[src/rtl/rx_crd_pkg.sv]
// constants and types shared by the asynchronous receive front end
// assumes a single reference clock domain; no software-visible registers
`default_nettype none

package rx_crd_pkg;

  // ==========================================================
  // receive sampling mode codes
  typedef logic [1:0] mode_type;
  localparam mode_type MODE_NORMAL = 2'h0;
  localparam mode_type MODE_DOUBLE = 2'h1;

  // ==========================================================
  // sample counting within one bit period
  typedef logic [4:0] count_type;
  localparam count_type SAMPLES_NORMAL    = 5'h10;
  localparam count_type SAMPLES_DOUBLE    = 5'h08;
  localparam count_type FIRST_VOTE_NORMAL = 5'h08;
  localparam count_type FIRST_VOTE_DOUBLE = 5'h04;
  localparam count_type VOTE_LAST_OFFSET  = 5'h02;
  localparam count_type COUNT_FIRST       = 5'h01;
  localparam count_type COUNT_ONE         = 5'h01;

  // ==========================================================
  // frame size
  typedef logic [3:0] size_type;
  localparam size_type DATA_BITS_MIN = 4'h5;
  localparam size_type DATA_BITS_MAX = 4'h9;
  localparam size_type FRAME_BITS_MAX = 4'hA;
  localparam int       CHAR_WIDTH = 9;
  typedef logic [CHAR_WIDTH-1:0] char_type;

  // ==========================================================
  // receiver states
  typedef enum logic [1:0] {
    RX_IDLE,
    RX_START,
    RX_DATA,
    RX_STOP
  } rx_state_type;

endpackage : rx_crd_pkg

`default_nettype wire

[src/rtl/sample_if.sv]
// carries the sample strobe and the synchronised receive line
// assumes both producers and the consumer share ref_clk
`default_nettype none

interface sample_if;
  logic tick;
  logic line;

  modport tick_src (output tick);
  modport line_src (output line);
  modport sink     (input tick, input line);
endinterface : sample_if

`default_nettype wire

[src/rtl/rx_sample_tick.sv]
// sample strobe generator: one tick every baud_divider+1 clocks
// assumes baud_divider is held stable while a frame is received
`default_nettype none

module rx_sample_tick #(
  parameter int DIV_WIDTH = 16
) (
  // clock and reset
  input  wire logic                 ref_clk,
  input  wire logic                 rst,
  // divider setting
  input  wire logic [DIV_WIDTH-1:0] baud_divider,
  // strobe out
  sample_if.tick_src                smp
);

  logic [DIV_WIDTH-1:0] div_reg;

  // ==========================================================
  // down counter
  always_ff @(posedge ref_clk or posedge rst) begin
    if (rst) begin
      div_reg <= '0;
    end else if (div_reg == '0) begin
      div_reg <= baud_divider;
    end else begin
      div_reg <= div_reg - 1'b1;
    end
  end

  // ==========================================================
  // registered strobe
  always_ff @(posedge ref_clk or posedge rst) begin
    if (rst) begin
      smp.tick <= 1'b0;
    end else begin
      smp.tick <= (div_reg == '0);
    end
  end

endmodule : rx_sample_tick

`default_nettype wire

[src/rtl/rx_line_sync.sv]
// receive pin synchroniser: three stages, level changes once stages two and three agree
// assumes the pin idles high
`default_nettype none

module rx_line_sync (
  // clock and reset
  input  wire logic ref_clk,
  input  wire logic rst,
  // pin
  input  wire logic rxd_pin,
  // synchronised level
  sample_if.line_src smp
);

  logic meta_reg;
  logic sync2_reg;
  logic sync3_reg;

  // ==========================================================
  // synchroniser chain
  always_ff @(posedge ref_clk or posedge rst) begin
    if (rst) begin
      meta_reg  <= 1'b1;
      sync2_reg <= 1'b1;
      sync3_reg <= 1'b1;
    end else begin
      meta_reg  <= rxd_pin;
      sync2_reg <= meta_reg;
      sync3_reg <= sync2_reg;
    end
  end

  // ==========================================================
  // accepted level
  always_ff @(posedge ref_clk or posedge rst) begin
    if (rst) begin
      smp.line <= 1'b1;
    end else if (sync2_reg == sync3_reg) begin
      smp.line <= sync3_reg;
    end
  end

endmodule : rx_line_sync

`default_nettype wire

[src/rtl/async_rx_clock_data_recovery.sv]
// asynchronous receive clock and data recovery
// assumes a 200 MHz ref_clk and configuration inputs held stable during a frame
//
// Functional notes
// RQ1: normal mode takes sixteen samples per bit for start detection and bit recovery.
// RQ2: mode code 0x01 selects double speed with eight samples per bit.
// RQ3: with the same divider, double speed doubles the baud rate since the sample rate is unchanged.
// RQ4: start detection begins on a falling edge from idle, the first low sample being sample one.
// RQ5: the start bit is validated on samples 8, 9, 10 (normal) or 4, 5, 6 (double speed).
// RQ6: two or more low validation samples accept the start bit and lock the bit timing to it.
// RQ7: fewer than two low validation samples reject the start bit, and every frame is checked anew.
// RQ8: each data and parity bit is the majority of its three centre samples.
// RQ9: only the first stop bit is evaluated; further stop bits are ignored.
// RQ10: a low voted first stop bit sets the frame error flag of that character.
// RQ11: in normal mode a new start edge is seen right after the last stop vote sample.
// RQ12: in double speed the next first low sample counts from the first sample after the stop votes.
// RQ13: the vote window starts at sample 8 (middle 9) normal, and sample 4 (middle 5) double speed.
// RQ14: the frame length is character size plus parity bit, from five to ten bits.
// RQ15: in normal mode each side should keep its rate error within 3.0 to 1.5 percent by frame length.
// RQ16: in double speed each side should keep its rate error within 2.5 to 1.0 percent by frame length.
// RQ17: after the first stop bit the character and flags are delivered and the line is watched again.
`default_nettype none

module async_rx_clock_data_recovery #(
  parameter int DIV_WIDTH = 16
) (
  // clock and reset
  input  wire logic                  ref_clk,
  input  wire logic                  rst,
  // receive pin
  input  wire logic                  rxd_pin,
  // configuration
  input  wire logic                  rx_enable,
  input  wire rx_crd_pkg::mode_type  receive_sampling_mode_field,
  input  wire logic [DIV_WIDTH-1:0]  baud_divider,
  input  wire rx_crd_pkg::size_type  data_bits,
  input  wire logic                  parity_enable,
  // received character
  output logic                       rx_valid,
  output rx_crd_pkg::char_type       rx_data,
  output logic                       rx_parity,
  output logic                       rx_frame_error,
  // status
  output logic                       start_rejected,
  output logic                       rx_busy
);

  import rx_crd_pkg::*;

  // ==========================================================
  // helpers
  function automatic logic maj3(input logic [2:0] v);
    return (v[0] & v[1]) | (v[0] & v[2]) | (v[1] & v[2]);
  endfunction : maj3

  function automatic count_type samples_per_bit(input logic dbl);
    return dbl ? SAMPLES_DOUBLE : SAMPLES_NORMAL;
  endfunction : samples_per_bit

  function automatic count_type first_vote(input logic dbl);
    return dbl ? FIRST_VOTE_DOUBLE : FIRST_VOTE_NORMAL;
  endfunction : first_vote

  // ==========================================================
  // sample strobe and line
  sample_if smp ();

  rx_sample_tick #(
    .DIV_WIDTH    (DIV_WIDTH)
  ) u_tick (
    .ref_clk      (ref_clk),
    .rst          (rst),
    .baud_divider (baud_divider),
    .smp          (smp.tick_src)
  );

  rx_line_sync u_sync (
    .ref_clk      (ref_clk),
    .rst          (rst),
    .rxd_pin      (rxd_pin),
    .smp          (smp.line_src)
  );

  // ==========================================================
  // state
  rx_state_type state_reg;
  rx_state_type state_next;
  logic         double_reg;
  count_type    cnt_reg;
  count_type    cnt_next;
  logic [1:0]   vote_reg;
  size_type     bit_idx_reg;
  size_type     data_len_reg;
  size_type     frame_len_reg;
  char_type     data_reg;
  logic         parity_reg;
  logic         line_prev_reg;

  // ==========================================================
  // timing decode
  count_type spb;
  count_type sf;
  count_type sl;
  count_type cnt_step;
  logic      active;
  logic      falling;
  logic      in_window;
  logic      decide;
  logic      bit_end;
  logic      vote_bit;
  logic      accept;
  logic      last_bit;
  size_type  data_len_clamp;

  always_comb begin
    spb       = samples_per_bit(double_reg);              // RQ1 RQ2 RQ3
    sf        = first_vote(double_reg);                   // RQ13
    sl        = sf + VOTE_LAST_OFFSET;                    // RQ5 RQ13
    cnt_step  = (cnt_reg == spb) ? COUNT_FIRST : cnt_reg + COUNT_ONE;
    active    = (state_reg != RX_IDLE);
    falling   = smp.tick && line_prev_reg && !smp.line;   // RQ4
    in_window = (cnt_step >= sf) && (cnt_step <= sl);
    decide    = smp.tick && active && (cnt_step == sl);
    bit_end   = smp.tick && active && (cnt_reg == spb);
    vote_bit  = maj3({vote_reg, smp.line});               // RQ8
    accept    = !vote_bit;                                // RQ6
    last_bit  = (bit_idx_reg == frame_len_reg - 4'h1);
  end

  // frame length: clamp the character size, then add the parity bit
  always_comb begin
    if (data_bits < DATA_BITS_MIN) begin
      data_len_clamp = DATA_BITS_MIN;
    end else if (data_bits > DATA_BITS_MAX) begin
      data_len_clamp = DATA_BITS_MAX;
    end else begin
      data_len_clamp = data_bits;
    end
  end

  // ==========================================================
  // line level at the previous tick; resets high so release gives no false edge
  always_ff @(posedge ref_clk or posedge rst) begin
    if (rst) begin
      line_prev_reg <= 1'b1;
    end else if (smp.tick) begin
      line_prev_reg <= smp.line;                          // RQ4 RQ11 RQ12
    end
  end

  // ==========================================================
  // next state
  always_comb begin
    state_next = state_reg;
    case (state_reg)
      RX_IDLE: begin
        if (rx_enable && falling) begin
          state_next = RX_START;                          // RQ4
        end
      end
      RX_START: begin
        if (decide && !accept) begin
          state_next = RX_IDLE;                           // RQ7
        end else if (bit_end) begin
          state_next = RX_DATA;                           // RQ6
        end
      end
      RX_DATA: begin
        if (bit_end && last_bit) begin
          state_next = RX_STOP;                           // RQ14
        end
      end
      RX_STOP: begin
        if (decide) begin
          state_next = RX_IDLE;                           // RQ9 RQ11 RQ12 RQ17
        end
      end
      default: begin
        state_next = RX_IDLE;
      end
    endcase
    if (!rx_enable) begin
      state_next = RX_IDLE;
    end
  end

  always_ff @(posedge ref_clk or posedge rst) begin
    if (rst) begin
      state_reg <= RX_IDLE;
    end else begin
      state_reg <= state_next;
    end
  end

  // ==========================================================
  // frame setup latched at the first low sample
  always_ff @(posedge ref_clk or posedge rst) begin
    if (rst) begin
      double_reg    <= 1'b0;
      data_len_reg  <= DATA_BITS_MAX;
      frame_len_reg <= FRAME_BITS_MAX;
    end else if (state_reg == RX_IDLE && state_next == RX_START) begin
      double_reg    <= (receive_sampling_mode_field == MODE_DOUBLE);    // RQ2
      data_len_reg  <= data_len_clamp;
      frame_len_reg <= data_len_clamp + {3'h0, parity_enable};          // RQ14
    end
  end

  // ==========================================================
  // sample counter
  always_comb begin
    cnt_next = cnt_reg;
    if (state_reg == RX_IDLE) begin
      cnt_next = COUNT_FIRST;                             // RQ4
    end else if (smp.tick) begin
      cnt_next = cnt_step;                                // RQ6
    end
  end

  always_ff @(posedge ref_clk or posedge rst) begin
    if (rst) begin
      cnt_reg <= COUNT_FIRST;
    end else begin
      cnt_reg <= cnt_next;
    end
  end

  // ==========================================================
  // vote samples; the third comes straight from the line
  always_ff @(posedge ref_clk or posedge rst) begin
    if (rst) begin
      vote_reg <= 2'h3;
    end else if (smp.tick && active && in_window) begin
      vote_reg <= {vote_reg[0], smp.line};                // RQ8
    end
  end

  // ==========================================================
  // bit index within the frame
  always_ff @(posedge ref_clk or posedge rst) begin
    if (rst) begin
      bit_idx_reg <= '0;
    end else if (state_reg != RX_DATA) begin
      bit_idx_reg <= '0;
    end else if (bit_end) begin
      bit_idx_reg <= bit_idx_reg + 4'h1;
    end
  end

  // ==========================================================
  // character assembly, least significant bit first
  always_ff @(posedge ref_clk or posedge rst) begin
    if (rst) begin
      data_reg   <= '0;
      parity_reg <= 1'b0;
    end else if (state_reg == RX_IDLE) begin
      data_reg   <= '0;
      parity_reg <= 1'b0;
    end else if (state_reg == RX_DATA && decide) begin
      if (bit_idx_reg < data_len_reg) begin
        data_reg[bit_idx_reg] <= vote_bit;                // RQ8
      end else begin
        parity_reg <= vote_bit;                           // RQ8
      end
    end
  end

  // ==========================================================
  // delivery
  always_ff @(posedge ref_clk or posedge rst) begin
    if (rst) begin
      rx_valid       <= 1'b0;
      rx_data        <= '0;
      rx_parity      <= 1'b0;
      rx_frame_error <= 1'b0;
    end else begin
      rx_valid <= 1'b0;
      if (state_reg == RX_STOP && decide && rx_enable) begin
        rx_valid       <= 1'b1;                           // RQ17
        rx_data        <= data_reg;
        rx_parity      <= parity_reg;
        rx_frame_error <= !vote_bit;                      // RQ10
      end
    end
  end

  // ==========================================================
  // status
  always_ff @(posedge ref_clk or posedge rst) begin
    if (rst) begin
      start_rejected <= 1'b0;
    end else begin
      start_rejected <= (state_reg == RX_START) && decide && !accept;   // RQ7
    end
  end

  always_ff @(posedge ref_clk or posedge rst) begin
    if (rst) begin
      rx_busy <= 1'b0;
    end else begin
      rx_busy <= (state_next != RX_IDLE);
    end
  end

  // the fixed vote window sets the rate tolerance each side must respect: RQ15 RQ16

endmodule : async_rx_clock_data_recovery

`default_nettype wire

[config.mk]
export PLATFORM = sky130hd
export DESIGN_NAME = async_rx_clock_data_recovery
export DESIGN_NICKNAME = d
export VERILOG_FILES = /design/src/rtl/rx_crd_pkg.sv /design/src/rtl/sample_if.sv /design/src/rtl/rx_sample_tick.sv /design/src/rtl/rx_line_sync.sv /design/src/rtl/async_rx_clock_data_recovery.sv
export SDC_FILE = /design/constraint.sdc
export NUM_CORES = 1
export LEC_CHECK = 0
export ABC_AREA = 1
export BUFFER_PORTS_ARGS = -buffer_cell sky130_fd_sc_hd__buf_2
export CORE_ASPECT_RATIO = 1.5
export CORE_UTILIZATION = 40
export CTS_CLUSTER_DIAMETER = 150
export CTS_CLUSTER_SIZE = 30
export DETAILED_ROUTE_END_ITERATION = 10
export PLACE_DENSITY = 0.62
export SYNTH_ARGS = -nofsm -noshare
export SYNTH_HDL_FRONTEND = slang
export SYNTH_SLANG_ARGS = --single-unit
[constraint.sdc]
create_clock -name ref_clk -period 5.15 [get_ports ref_clk]
set_clock_uncertainty 0.15 [all_clocks]
set_input_delay 0 -clock ref_clk [delete_from_list [all_inputs] [get_ports ref_clk]]
set_output_delay 0 -clock ref_clk [all_outputs]
set_load 0.03 [all_outputs]
Yosys cells after proc, flatten, opt, wreduce, memory -nomap -nowiden
Index checks and enable logic that the tools add are counted.
W data, S select, Z words.
{"block": "word_totals", "regBits": 68, "inputBits": 27, "output_inout_bits": 14}
{"block": "op_classes", "add_sub_neg": 6, "magnitude_cmp": 7, "n_eq_ne": 11, "n_mux": 27, "bitwise": 5, "reduce_logical": 29}
{"operator": "$mux W9", "count": 3}
{"operator": "$mux W4", "count": 5}
{"operator": "$mux W5", "count": 4}
{"operator": "$logic_and A1 B1 Y1", "count": 17}
{"operator": "$logic_not A16 Y1", "count": 1}
{"operator": "$mux W16", "count": 1}
{"operator": "$sub A16 B1 Y16 const B", "count": 1}
{"operator": "$mux W2", "count": 6}
{"operator": "$reduce_bool A2 Y1", "count": 6}
{"operator": "$eq A5 B5 Y1", "count": 2}
{"operator": "$bwmux W9", "count": 1}
{"operator": "$pmux W2 S4", "count": 1}
{"operator": "$eq A2 B1 Y1 const B", "count": 3}
{"operator": "$add A4 B2 Y5 const B", "count": 1}
{"operator": "$add A5 B1 Y5 const B", "count": 1}
{"operator": "$ge A5 B4 Y1", "count": 1}
{"operator": "$le A5 B5 Y1", "count": 1}
{"operator": "$lt A4 B5 Y1 const B", "count": 1}
{"operator": "$mux W1", "count": 5}
{"operator": "$add A4 B1 Y4", "count": 1}
{"operator": "$add A4 B1 Y4 const B", "count": 1}
{"operator": "$demux W1 S4", "count": 1}
{"operator": "$eq A2 B2 Y1 const B", "count": 2}
{"operator": "$eq A4 B4 Y1", "count": 1}
{"operator": "12 further kinds", "count": 18}

Depth between registers and ports, before layout
Gate-level depths: netlist of the first run.
{"block": "logic_depth", "ltp_word": 11, "mapped_depth": 19}

By module
From an unflattened synthesis of the first run, not the netlist that was laid out.
{"block": "unflattened", "cells_unflattened": 503, "area_unflattened_um2": 3958.8}
{"module": "async_rx_clock_data_recovery", "instances": 1, "cells_each": 338, "area_per_inst_um2": 2753.9, "seq_area_each_um2": 1186.1}
{"module": "rx_sample_tick", "instances": 1, "cells_each": 156, "area_per_inst_um2": 1079.8, "seq_area_each_um2": 425.4}
{"module": "rx_line_sync", "instances": 1, "cells_each": 9, "area_per_inst_um2": 125.1, "seq_area_each_um2": 105.1}

Worst setup path before layout of the first run
No wires, ideal clock.
{"block": "synth_path", "kind": "reg2reg", "from": "register cnt_reg[0]", "to": "register data_reg[4]", "t_arrival_ns": 2.232, "t_required_ns": 4.884, "setup_slack_ns": 2.651, "stages_incl_launch_ff": 20, "n_path_buf": 0, "period_less_slack_ns": 2.499, "path_cell_list": "dfstp_2 -> inv_1 -> ha_1 -> inv_1 -> nor2_1 -> nand3_2 -> inv_1 -> nor2_1 -> ha_1 -> nand2_1 -> inv_1 -> nand4_2 -> nor2_4 -> inv_2 -> nand2_2 -> nand3_2 -> clkinv_2 -> nand2_1 -> nand2_1 -> nand2_1"}
{"block": "synth_between", "elab_chain_len": 7, "word_cells_on_any_way": 8, "cone_classes": "add/sub: 1; eq/ne: 2; mux: 1; reduce/logical: 4"}
{"item": "start: declaration", "line": "async_rx_clock_data_recovery.sv:89", "text": "count_type cnt_reg;"}
{"item": "start signal: assignment", "line": "async_rx_clock_data_recovery.sv:224", "text": "cnt_reg <= cnt_next;"}
{"item": "$add A5 B1 Y5 or $eq A5 B5 Y1 (tied branches)", "line": "async_rx_clock_data_recovery.sv:119", "text": "cnt_step = (cnt_reg == spb) ? COUNT_FIRST : cnt_reg + COUNT_ONE;"}
{"item": "$mux W5 (*)", "line": "async_rx_clock_data_recovery.sv:119"}
{"item": "$eq A5 B5 Y1 (*)", "line": "async_rx_clock_data_recovery.sv:123", "text": "decide = smp.tick && active && (cnt_step == sl);"}
{"item": "$logic_and A1 B1 Y1 (*)", "line": "async_rx_clock_data_recovery.sv:123"}
{"item": "$logic_and A1 B1 Y1 (*)", "line": "async_rx_clock_data_recovery.sv:259", "text": "end else if (state_reg == RX_DATA && decide) begin"}
{"item": "$reduce_bool A2 Y1 (no source line) (*)"}
{"item": "$reduce_and A2 Y1 (no source line) (*)"}
{"item": "end signal: indexed assignment", "line": "async_rx_clock_data_recovery.sv:261", "text": "data_reg[bit_idx_reg] <= vote_bit;"}
{"item": "end: declaration", "line": "async_rx_clock_data_recovery.sv:95", "text": "char_type data_reg;"}
Mark *: on every way between the ends. The rest lies on a longest branch, timed or not.
A chain may end at the register's enable or synchronous reset.

Final worst setup path of the first run
{"block": "layout_path", "from": "register cnt_reg[0]", "to": "register double_reg"}
{"block": "layout_between", "elab_chain_len": 10, "word_cells_on_any_way": 16, "cone_classes": "add/sub: 1; eq/ne: 3; mux: 7; reduce/logical: 5"}
{"item": "$add A5 B1 Y5 or $eq A5 B5 Y1 (tied branches)", "line": "async_rx_clock_data_recovery.sv:119, async_rx_clock_data_recovery.sv:124"}
{"item": "$mux W5", "line": "async_rx_clock_data_recovery.sv:119"}
{"item": "$eq A5 B5 Y1", "line": "async_rx_clock_data_recovery.sv:123"}
{"item": "$logic_and A1 B1 Y1", "line": "async_rx_clock_data_recovery.sv:123"}
{"item": "$logic_and A1 B1 Y1", "line": "async_rx_clock_data_recovery.sv:162", "text": "if (decide && !accept) begin"}
{"item": "$mux W2", "line": "async_rx_clock_data_recovery.sv:162"}
{"item": "$pmux W2 S4 (*)", "line": "async_rx_clock_data_recovery.sv:155", "text": "case (state_reg)"}
{"item": "$mux W2 (*)", "line": "async_rx_clock_data_recovery.sv:182", "text": "if (!rx_enable) begin"}
{"item": "$eq A2 B1 Y1 (*)", "line": "async_rx_clock_data_recovery.sv:202", "text": "end else if (state_reg == RX_IDLE && state_next == RX_START) begin"}
{"item": "$logic_and A1 B1 Y1 (*)", "line": "async_rx_clock_data_recovery.sv:202"}
{"item": "end signal: assignment", "line": "async_rx_clock_data_recovery.sv:203", "text": "double_reg <= (receive_sampling_mode_field == MODE_DOUBLE);"}
{"item": "end: declaration", "line": "async_rx_clock_data_recovery.sv:88", "text": "logic double_reg;"}
Marks and branches as above.

==> impl_metrics.toml, run 1 <==
[outcome]
status = "completed"

[die]
die_y_um = 120.1
row_count = 42
dieArea_um2 = 9700
top_level_ports = 41
start_util_pct = 41.65
die_x_um = 80.75
core_um2 = 8934

[yosys]
yosysWarnings = 0
ys_ff_latch = 68
ys_types = 36
syn_nets = 516
synth_edf_count = 0
synthFlopType = "dfrtp_1"
postSynthAreaPerCell_um2 = 7.884
syn_inst = 472
yosysSeqAreaShare_pct = 46.13
syn_area_um2 = 3721
synthArstFlopShare_pct = 100.0

[timing]
grt_setup_unrepaired = "false"
slew_viol_final = 0
finalCritPeriodShare_pct = 57.69
setup_tns_ns = 0
period_minus_slack_ns = 2.971
max_slew_margin_pct = 18.65
finalHoldViolCount = 0
worst_slew_pin_slew_ns = 1.209
setup_viol = 0
max_freq_mhz = 336.6

[placed_design]
gp_congestion = 0.8866
port_buffers = 40
dp_hpwl_mm = 5.825

[power]
leakage_nw = 2.305
cellPowerDensity_nw_per_um2 = 291.1
ir_drop_uv = 187.5
p_int_w = 0.001023
combPwrFrac_pct = 8.9
swShare_pct = 23.45
power_w = 0.001336
p_sw_w = 0.0003133
clkPwrFrac_pct = 46.2
seq_power_share_pct = 44.9

[final_layout]
drive_gt1_share_pct = 15.36
layout.nets = 586
final_common_cell = "nand2_1"
final_cell_mix = "nand2_1 (140), dfrtp_1 (56), inv_1 (53)"
fill_cells = 855
syn_to_final_growth_pct = 23.34
antenna_cells = 0
largest_reg_flops = 16

[drt]
drt_wl_total_mm = 8.253
ant_nets = 0
drt-pass1-iter-count = 6
vias = 3301
wire_per_inst_um = 12.56
drtIter0Drc = 139
drc = 0
drt-vias-per-instance = 5.024

[clocking]
cts_buffer_depth = 2
root_buffer = "clkbuf_16"
insertion_delay_ns = 0.33
cts_buffers = 9
cts_resized = 0
clock_sinks = 68
cts_tree = "done"
path_clk_slew_ns = 0.05
htreeDepth = 3

[worst_setup_path]
cp_max_fo = 11
critPathLaunchType = "register"
endpoint_kind = "register"
worst_ep_required_time_ns = 5.21
critPathArrivalTime_ns = 3.03
path_class = "reg2reg"

[flow_run]
drv_cap = 0

[global_route]
grt_max_degree = 69
grt-ovfl-total = 0
grt_pass1_vias = 3207
antenna_found_initial = 0
grt_pass1_wl_mm = 14.01
grtUsageTotal_pct = 18.76

[hold_path]
min_path_type = "in2reg"
-- layout make-up --
class / instances / area (um^2) / area share, %
clock inverters: 2 / 35.03 / 0.7634
inverters: 60 / 226.5 / 4.935
flip-flops and latches: 68 / 1717 / 37.40
repair buffers: 67 / 467.9 / 10.20
clock buffers: 14 / 264.0 / 5.752
well taps: 110 / 137.6 / 2.999
multi-input cells: 336 / 1742 / 37.95
-- power by group through the flow --
stage	registers, W	logic [W]	clock network [W]
global placement	0.000608	0.000101	0
floorplan	0.000600	0.0000761	0
global route	0.000607	0.000135	0.000655
CTS	0.000600	0.000119	0.000628
finish	0.000601	0.000119	0.000617
detailed placement	0.000608	0.000103	0
-- per-layer routing --
metal	wire length, um	global-route usage, %	vias up
met5	0	0	-
met4	265	9.263	0
met3	277	4.259	21
met2	4318	33.90	81
met1	3392	19.82	1528
li1	-	-	1671
-- metrics by stage --
| stage | worst slack (ns) | util [%] | hold WS, ns | instance area, um^2 | std cells |
|---|---|---|---|---|---|
| global route | 1.845 | 51.37 | 0.1226 | 4589 | 657 |
| global placement | 2.299 | 45.11 | -0.04322 | 4030 | 615 |
| detailed placement | 2.174 | 45.11 | -0.03739 | 4030 | 615 |
| CTS | 2.164 | 51.37 | 0.04836 | 4589 | 657 |
| finish | 2.179 | 51.37 | 0.05089 | 4589 | 657 |
| floorplan | 2.651 | - | -0.1455 | 3721 | 472 |
-- critical path, cell delays in order, from the launching register on --
cell and delay, ns:
dfstp_2 0.57, inv_1 0.06, ha_1 0.18, inv_1 0.05, nor2_1 0.04, nand3_2 0.18
inv_1 0.08, nor2_1 0.14, ha_1 0.27, nand2_1 0.07, inv_1 0.04, nand4_2 0.11
nor2_4 0.06, nand2_1 0.09, nand2_1 0.06, nand2_1 0.26, nand3_2 0.23, nand2_1 0.14
nand2_1 0.05
-- final timing paths --
check | slack, ns | from | cells after the start | endpoint
max | 2.18 | cnt_reg[0] | 18 | double_reg
min | 0.05 | data_bits[1] | 5 | data_len_reg[0]
max reg2reg | 2.18 | cnt_reg[0] | 18 | double_reg
min reg2reg | 0.21 | u_sync.meta_reg | 0 | u_sync.sync2_reg
max in group asynchronous | 3.96 | rst | 4 | bit_idx_reg[3]
min in group asynchronous | 0.32 | rst | 4 | u_tick.div_reg[0]
-- logic make-up (layout without fill, tap and decap cells) --
group	Yosys count	count (layout)	synth area share [%]
flip-flops	68	68	46.13
adder cells (fa/ha/maj)	19	19	6.254
buffers and inverters	68	143	7.061
XOR/XNOR	11	11	2.589
AND/OR/NAND/NOR	260	260	31.10
AO/OA/AOI/OAI	46	46	6.860
-- cell usage after synthesis (2+ instances only) --
cell type | instances | area share [%]
nand2_1 | 140 | 14
dfrtp_1 | 56 | 38
inv_1 | 54 | 5.4
nor2_1 | 48 | 4.8
nand3_1 | 31 | 4.2
o21ai_0 | 21 | 2.8
nand4_1 | 20 | 3.4
ha_1 | 17 | 5.7
dfstp_2 | 12 | 8.5
a21oi_1 | 10 | 1.3
a31oi_1 | 8 | 1.3
nor3_1 | 7 | 0.94
xor2_1 | 6 | 1.4
clkbuf_1 | 5 | 0.50
xnor2_1 | 5 | 1.2
inv_2 | 4 | 0.40
nand3_2 | 4 | 1.1
buf_2 | 2 | 0.27
maj3_1 | 2 | 0.54
nand4_2 | 2 | 0.67
nor2_4 | 2 | 0.61
o21ai_1 | 2 | 0.27
-- repair_timing --
| item | CTS | global route |
|---|---|---|
| setup buffers | 0 | 0 |
| endpoints found under the hold margin | 83 | 0 |
| hold buffers | 26 | 0 |
Note: power is estimated with default switching activity, not from simulation.
==> inputs of run 2 (changes only) <==
clock period = 2.8 ns   (was 5.15 ns; I/O delays follow)
==> impl_metrics.toml, run 2 (synthesized netlist as in run 1, its figures left out) <==
[outcome]
status = "completed"

[timing]
worst_slew_pin_slew_ns = 0.5130
setup_viol = 0
slew_viol_final = 0
grt_setup_unrepaired = "true"
max_slew_margin_pct = 65.54
finalCritPeriodShare_pct = 93.08
setup_tns_ns = 0
finalHoldViolCount = 0
max_freq_mhz = 383.7
period_minus_slack_ns = 2.606
timing.hold.ws_ns = 0.01912

[clocking]
root_buffer = "clkbuf_16"
insertion_delay_ns = 0.33
cts_buffer_depth = 2
cts_tree = "done"
cts_buffers = 9
clock_sinks = 68
htreeDepth = 3
path_clk_slew_ns = 0.06

[drt]
route.met3.wl_um = 218
dr.max_layer_used = "met4"
drtIter0Drc = 158
drt-met1-wl_mm = 3.413
drt-pass1-iter-count = 4
drc = 0
dr_wl_met2_mm = 4.270
wire_per_inst_um = 12.26
ant_nets = 0
drt_wl_total_mm = 8.163
drt-vias-per-instance = 4.898
vias = 3262

[placed_design]
dpl.cell_count = 622
place_area_um2 = 4083
dp_hpwl_mm = 5.991
gp_congestion = 0.8829
port_buffers = 40

[final_layout]
final_cell_mix = "nand2_1 (139), dfrtp_1 (56), inv_1 (53)"
final_common_cell = "nand2_1"
fill_cells = 836
final_area_um2 = 4722
largest_reg_flops = 16
stdcell_count = 666
ff_latch_area_um2 = 1717
multi_input_area_um2 = 1754
drive_gt1_share_pct = 17.63
layout.nets = 595
syn_to_final_growth_pct = 26.90
antenna_cells = 0

[global_route]
grt_max_degree = 27
antenna_found_initial = 0
grt_pass1_vias = 3278
grt_pass1_wl_mm = 14.25
grtUsageTotal_pct = 19.09
grt-ovfl-total = 0

[worst_setup_path]
worst_ep_required_time_ns = 2.87
endpoint_kind = "register"
critPathLaunchType = "register"
cp_max_fo = 8
critPathArrivalTime_ns = 2.68
path_class = "reg2reg"
r2r_cells = 18

[power]
leakage_nw = 2.371
ir_drop_uv = 364.6
cellPowerDensity_nw_per_um2 = 561.5

[die]
row_count = 42
dieArea_um2 = 9700
start_util_pct = 41.65
core_um2 = 8934
die_y_um = 120.1
top_level_ports = 41
die_x_um = 80.75

[flow_run]
drv_cap = 0

[hold_path]
min_path_type = "in2reg"
min_path_cells = 5
==> run 2: cell count changes in the layout (fill, tap and decap cells not counted), sizes merged <==
cell,delta
buf,+9
bufinv,+2
clkbuf,-4
clkinvlp,+1
inv,+1
==> run 2: final timing paths <==
kind,startpoint,end,slack [ns]
min in group asynchronous,rst,u_tick.div_reg[0],0.05
max reg2reg,cnt_reg[0],frame_len_reg[0],0.19
min,data_bits[2],data_len_reg[0],0.02
min reg2reg,u_sync.meta_reg,u_sync.sync2_reg,0.21
max in group asynchronous,rst,frame_len_reg[3],1.73
max,cnt_reg[0],frame_len_reg[0],0.19
==> run 2: final cells by class <==
| cell class | count | area share [%] |
|---|---|---|
| multi-input combinational | 336 | 37.15 |
| sequential | 68 | 36.35 |
| timing repair buffer | 76 | 11.34 |
| clock buffer | 10 | 5.061 |
| inverter | 60 | 4.822 |
| tap | 110 | 2.915 |
| clock inverter | 6 | 2.358 |
==> run 2: worst max-delay path: stages (launching register included) <==
cell	delay (ns)
dfstp_2	0.57
inv_1	0.06
ha_1	0.18
inv_1	0.05
nor2_1	0.04
nand3_2	0.09
inv_1	0.06
nor2_2	0.10
ha_1	0.18
nand2_1	0.06
inv_1	0.06
nand4_2	0.14
nor2_4	0.19
nor2_1	0.06
nor2_1	0.11
nand2_2	0.09
buf_4	0.17
nand4_1	0.09
nand2_1	0.06
==> run 2: layer usage <==
layer,up-vias,GRT usage (%)
met5,-,0
met4,0,10.49
met3,21,3.498
met2,57,33.63
met1,1486,21.06
li1,1698,-
==> run 2: per-stage QoR <==
step                total power (W)  setup slack [ns]  utilization, %
floorplan                  0.001243            0.3014               -
global route               0.002754          -0.03878           52.86
detailed placement         0.001312            0.1545           45.70
CTS                        0.002665            0.1463           52.54
finish                     0.002652            0.1938           52.86
global placement           0.001305            0.2110           45.70
==> run 2: what timing repair did <==
action,in CTS,in global routing
buffers inserted,0,2
resized for setup,0,4
setup endpoints to repair,0,23
endpoints found under the hold margin,91,0
hold buffers,26,0
==> run 2: report_power, final <==
part	total [W]	leakage, nW	internal [W]	switching, W
combinational	0.000219	1.33	0.0000984	0.000121
clock	0.00133	0.169	0.000894	0.000433
sequential	0.00111	0.870	0.00105	0.0000599
total	0.00265	2.37	0.00204	0.000614
==> inputs of run 3 (changes only) <==
CORE_UTILIZATION = 45   (was 40)
PLACE_DENSITY = unset   (was 0.62)
PLACE_DENSITY_LB_ADDON = 0.3   (was unset)
RECOVER_POWER = 100   (was unset)
==> impl_metrics.toml, run 3 (synthesized netlist as in run 1, its figures left out) <==
[final_layout]
stdcell_count = 664
largest_reg_flops = 16
final_cell_mix = "nand2_1 (138), dfrtp_1 (56), inv_1 (53)"
drive_gt1_share_pct = 15.38
syn_to_final_growth_pct = 26.90
final_core_util_pct = 58.97
antenna_cells = 0
layout.nets = 598
final_common_cell = "nand2_1"

[power]
combPwrFrac_pct = 8.9
leakage_nw = 2.308
swShare_pct = 23.62
p_sw_w = 0.0005804
ir_drop_uv = 335.5
seq_power_share_pct = 44.9
clkPwrFrac_pct = 46.2
p_int_w = 0.001877
cellPowerDensity_nw_per_um2 = 520.4

[worst_setup_path]
critPathLaunchType = "register"
endpoint_kind = "register"
crit_top_cell = "inv_1"
r2r_cells = 18
r2r_setup_slack_ns = 0.17
path_buf_inv = 5
critPathArrivalTime_ns = 2.70
worstSetupPathDepth = 18
cp_max_fo = 8
critPathMaxStageDelay_ns = 0.39
cpMaxStageDelayCell = "dfrtp_1"
crit_chain = "inv_1 > ha_1 > inv_1 > nor2_1 > nand3_2 > nand2_2 > inv_1 > ha_1 > nand2_1 > inv_1 > nand4_2 > nor2_4 > nor2_1 > nor2_1 > nand2_2 > buf_6 > nand4_1 > nand2_1"
critical-path-top-delay-family = "simple AND/OR/NAND/NOR gates"
path_class = "reg2reg"
worst_ep_required_time_ns = 2.87

[placed_design]
port_buffers = 40
gp_congestion = 0.8525
dpl.cell_count = 615
post-place-ws_ns = 0.1118
dp_hpwl_mm = 5.982

[die]
row_count = 40
dieArea_um2 = 8644
start_util_pct = 46.47
die_y_um = 113.4
top_level_ports = 41
core_um2 = 8008
die_x_um = 76.25

[flow_run]
drv_cap = 0

[timing]
max_freq_mhz = 379.5
slew_viol_final = 0
setup_viol = 0
setup_ws_ns = 0.1651
worst_slew_pin_slew_ns = 1.219
finalCritPeriodShare_pct = 94.10
finalHoldViolCount = 0
period_minus_slack_ns = 2.635
max_slew_margin_pct = 18.64
timing.hold.ws_ns = 0.1090

[drt]
drtIter0Drc = 166
vias = 3376
drt-pass1-iter-count = 5
drc = 0
drt_wl_total_mm = 8.560
drt-vias-per-instance = 5.084
wire_per_inst_um = 12.89
ant_nets = 0

[global_route]
grt_pass1_vias = 3230
grt-ovfl-total = 0
grtUsageTotal_pct = 20.54
grt_max_degree = 37
antenna_found_initial = 0
grt_pass1_wl_mm = 14.17

[clocking]
root_buffer = "clkbuf_16"
cts_tree = "done"
clock_sinks = 68
insertion_delay_ns = 0.33
cts_buffer_depth = 2
htreeDepth = 3
path_clk_slew_ns = 0.06
cts_buffers = 9

[hold_path]
min_path_type = "in2reg"
min_path_cells = 5

[outcome]
status = "completed"
-- run 3: cell count changes in the layout (fill, tap and decap cells not counted), sizes merged --
cell | before | now
clkbuf | 10 | 27
buf | 50 | 37
bufinv | 3 | 1
clkinv | 3 | 4
clkinvlp | 1 | 2
inv | 59 | 58
-- run 3: worst paths after layout --
path	from	to
max in group asynchronous	rst	bit_idx_reg[2]
max reg2reg	cnt_reg[1]	data_len_reg[1]
min in group asynchronous	rst	u_tick.smp.tick
max	cnt_reg[1]	data_len_reg[1]
min reg2reg	u_sync.meta_reg	u_sync.sync2_reg
min	data_bits[1]	data_len_reg[0]
-- run 3: per-stage QoR --
stage | instance area [um^2] | TNS, ns | total power, W
4_1_cts | 4638 | 0 | 0.002488
3_3_place_gp | 4074 | 0 | 0.001304
6_report | 4722 | 0 | 0.002457
5_1_grt | 4722 | -0.2106 | 0.002563
3_5_place_dp | 4074 | 0 | 0.001312
2_1_floorplan | 3721 | 0 | 0.001243
-- run 3: tightest hold or removal path: stages --
cell and delay, ns:
buf_2 0.09, nor3_1 0.05, o21bai_1 0.24, nand4_1 0.11, nand2_1 0.07
-- run 3: cell type report --
class	count	area, um^2
timing repair buffer	78	538.0
multi-input combinational	336	1793
sequential	68	1717
clock inverter	4	47.55
inverter	60	234.0
timing repair inverter	1	5.005
clock buffer	12	256.5
fill	752	3286
tap	105	131.4
-- run 3: per-layer routing --
| metal | track usage (%) | share of wire, % | up-vias |
|---|---|---|---|
| li1 | - | - | 1700 |
| met1 | 21.57 | 39 | 1584 |
| met2 | 38.68 | 55 | 72 |
| met3 | 4.560 | 3.3 | 20 |
| met4 | 9.359 | 2.3 | 0 |
| met5 | 0 | 0 | - |
-- run 3: power by group through the flow --
| stage | registers (W) | clock network, W | logic [W] |
|---|---|---|---|
| 5_1_grt | 0.00111 | 0.00120 | 0.000251 |
| 3_5_place_dp | 0.00112 | 0 | 0.000194 |
| 3_3_place_gp | 0.00112 | 0 | 0.000187 |
| 6_report | 0.00110 | 0.00114 | 0.000218 |
| 2_1_floorplan | 0.00110 | 0 | 0.000140 |
| 4_1_cts | 0.00110 | 0.00116 | 0.000222 |
-- run 3: what timing repair did --
item / in CTS / in global routing
setup buffers: 0 / 5
resized for setup: 0 / 18
setup endpoints to repair: 0 / 31
hold buffers: 26 / 0
hold endpoints to repair: 54 / 0
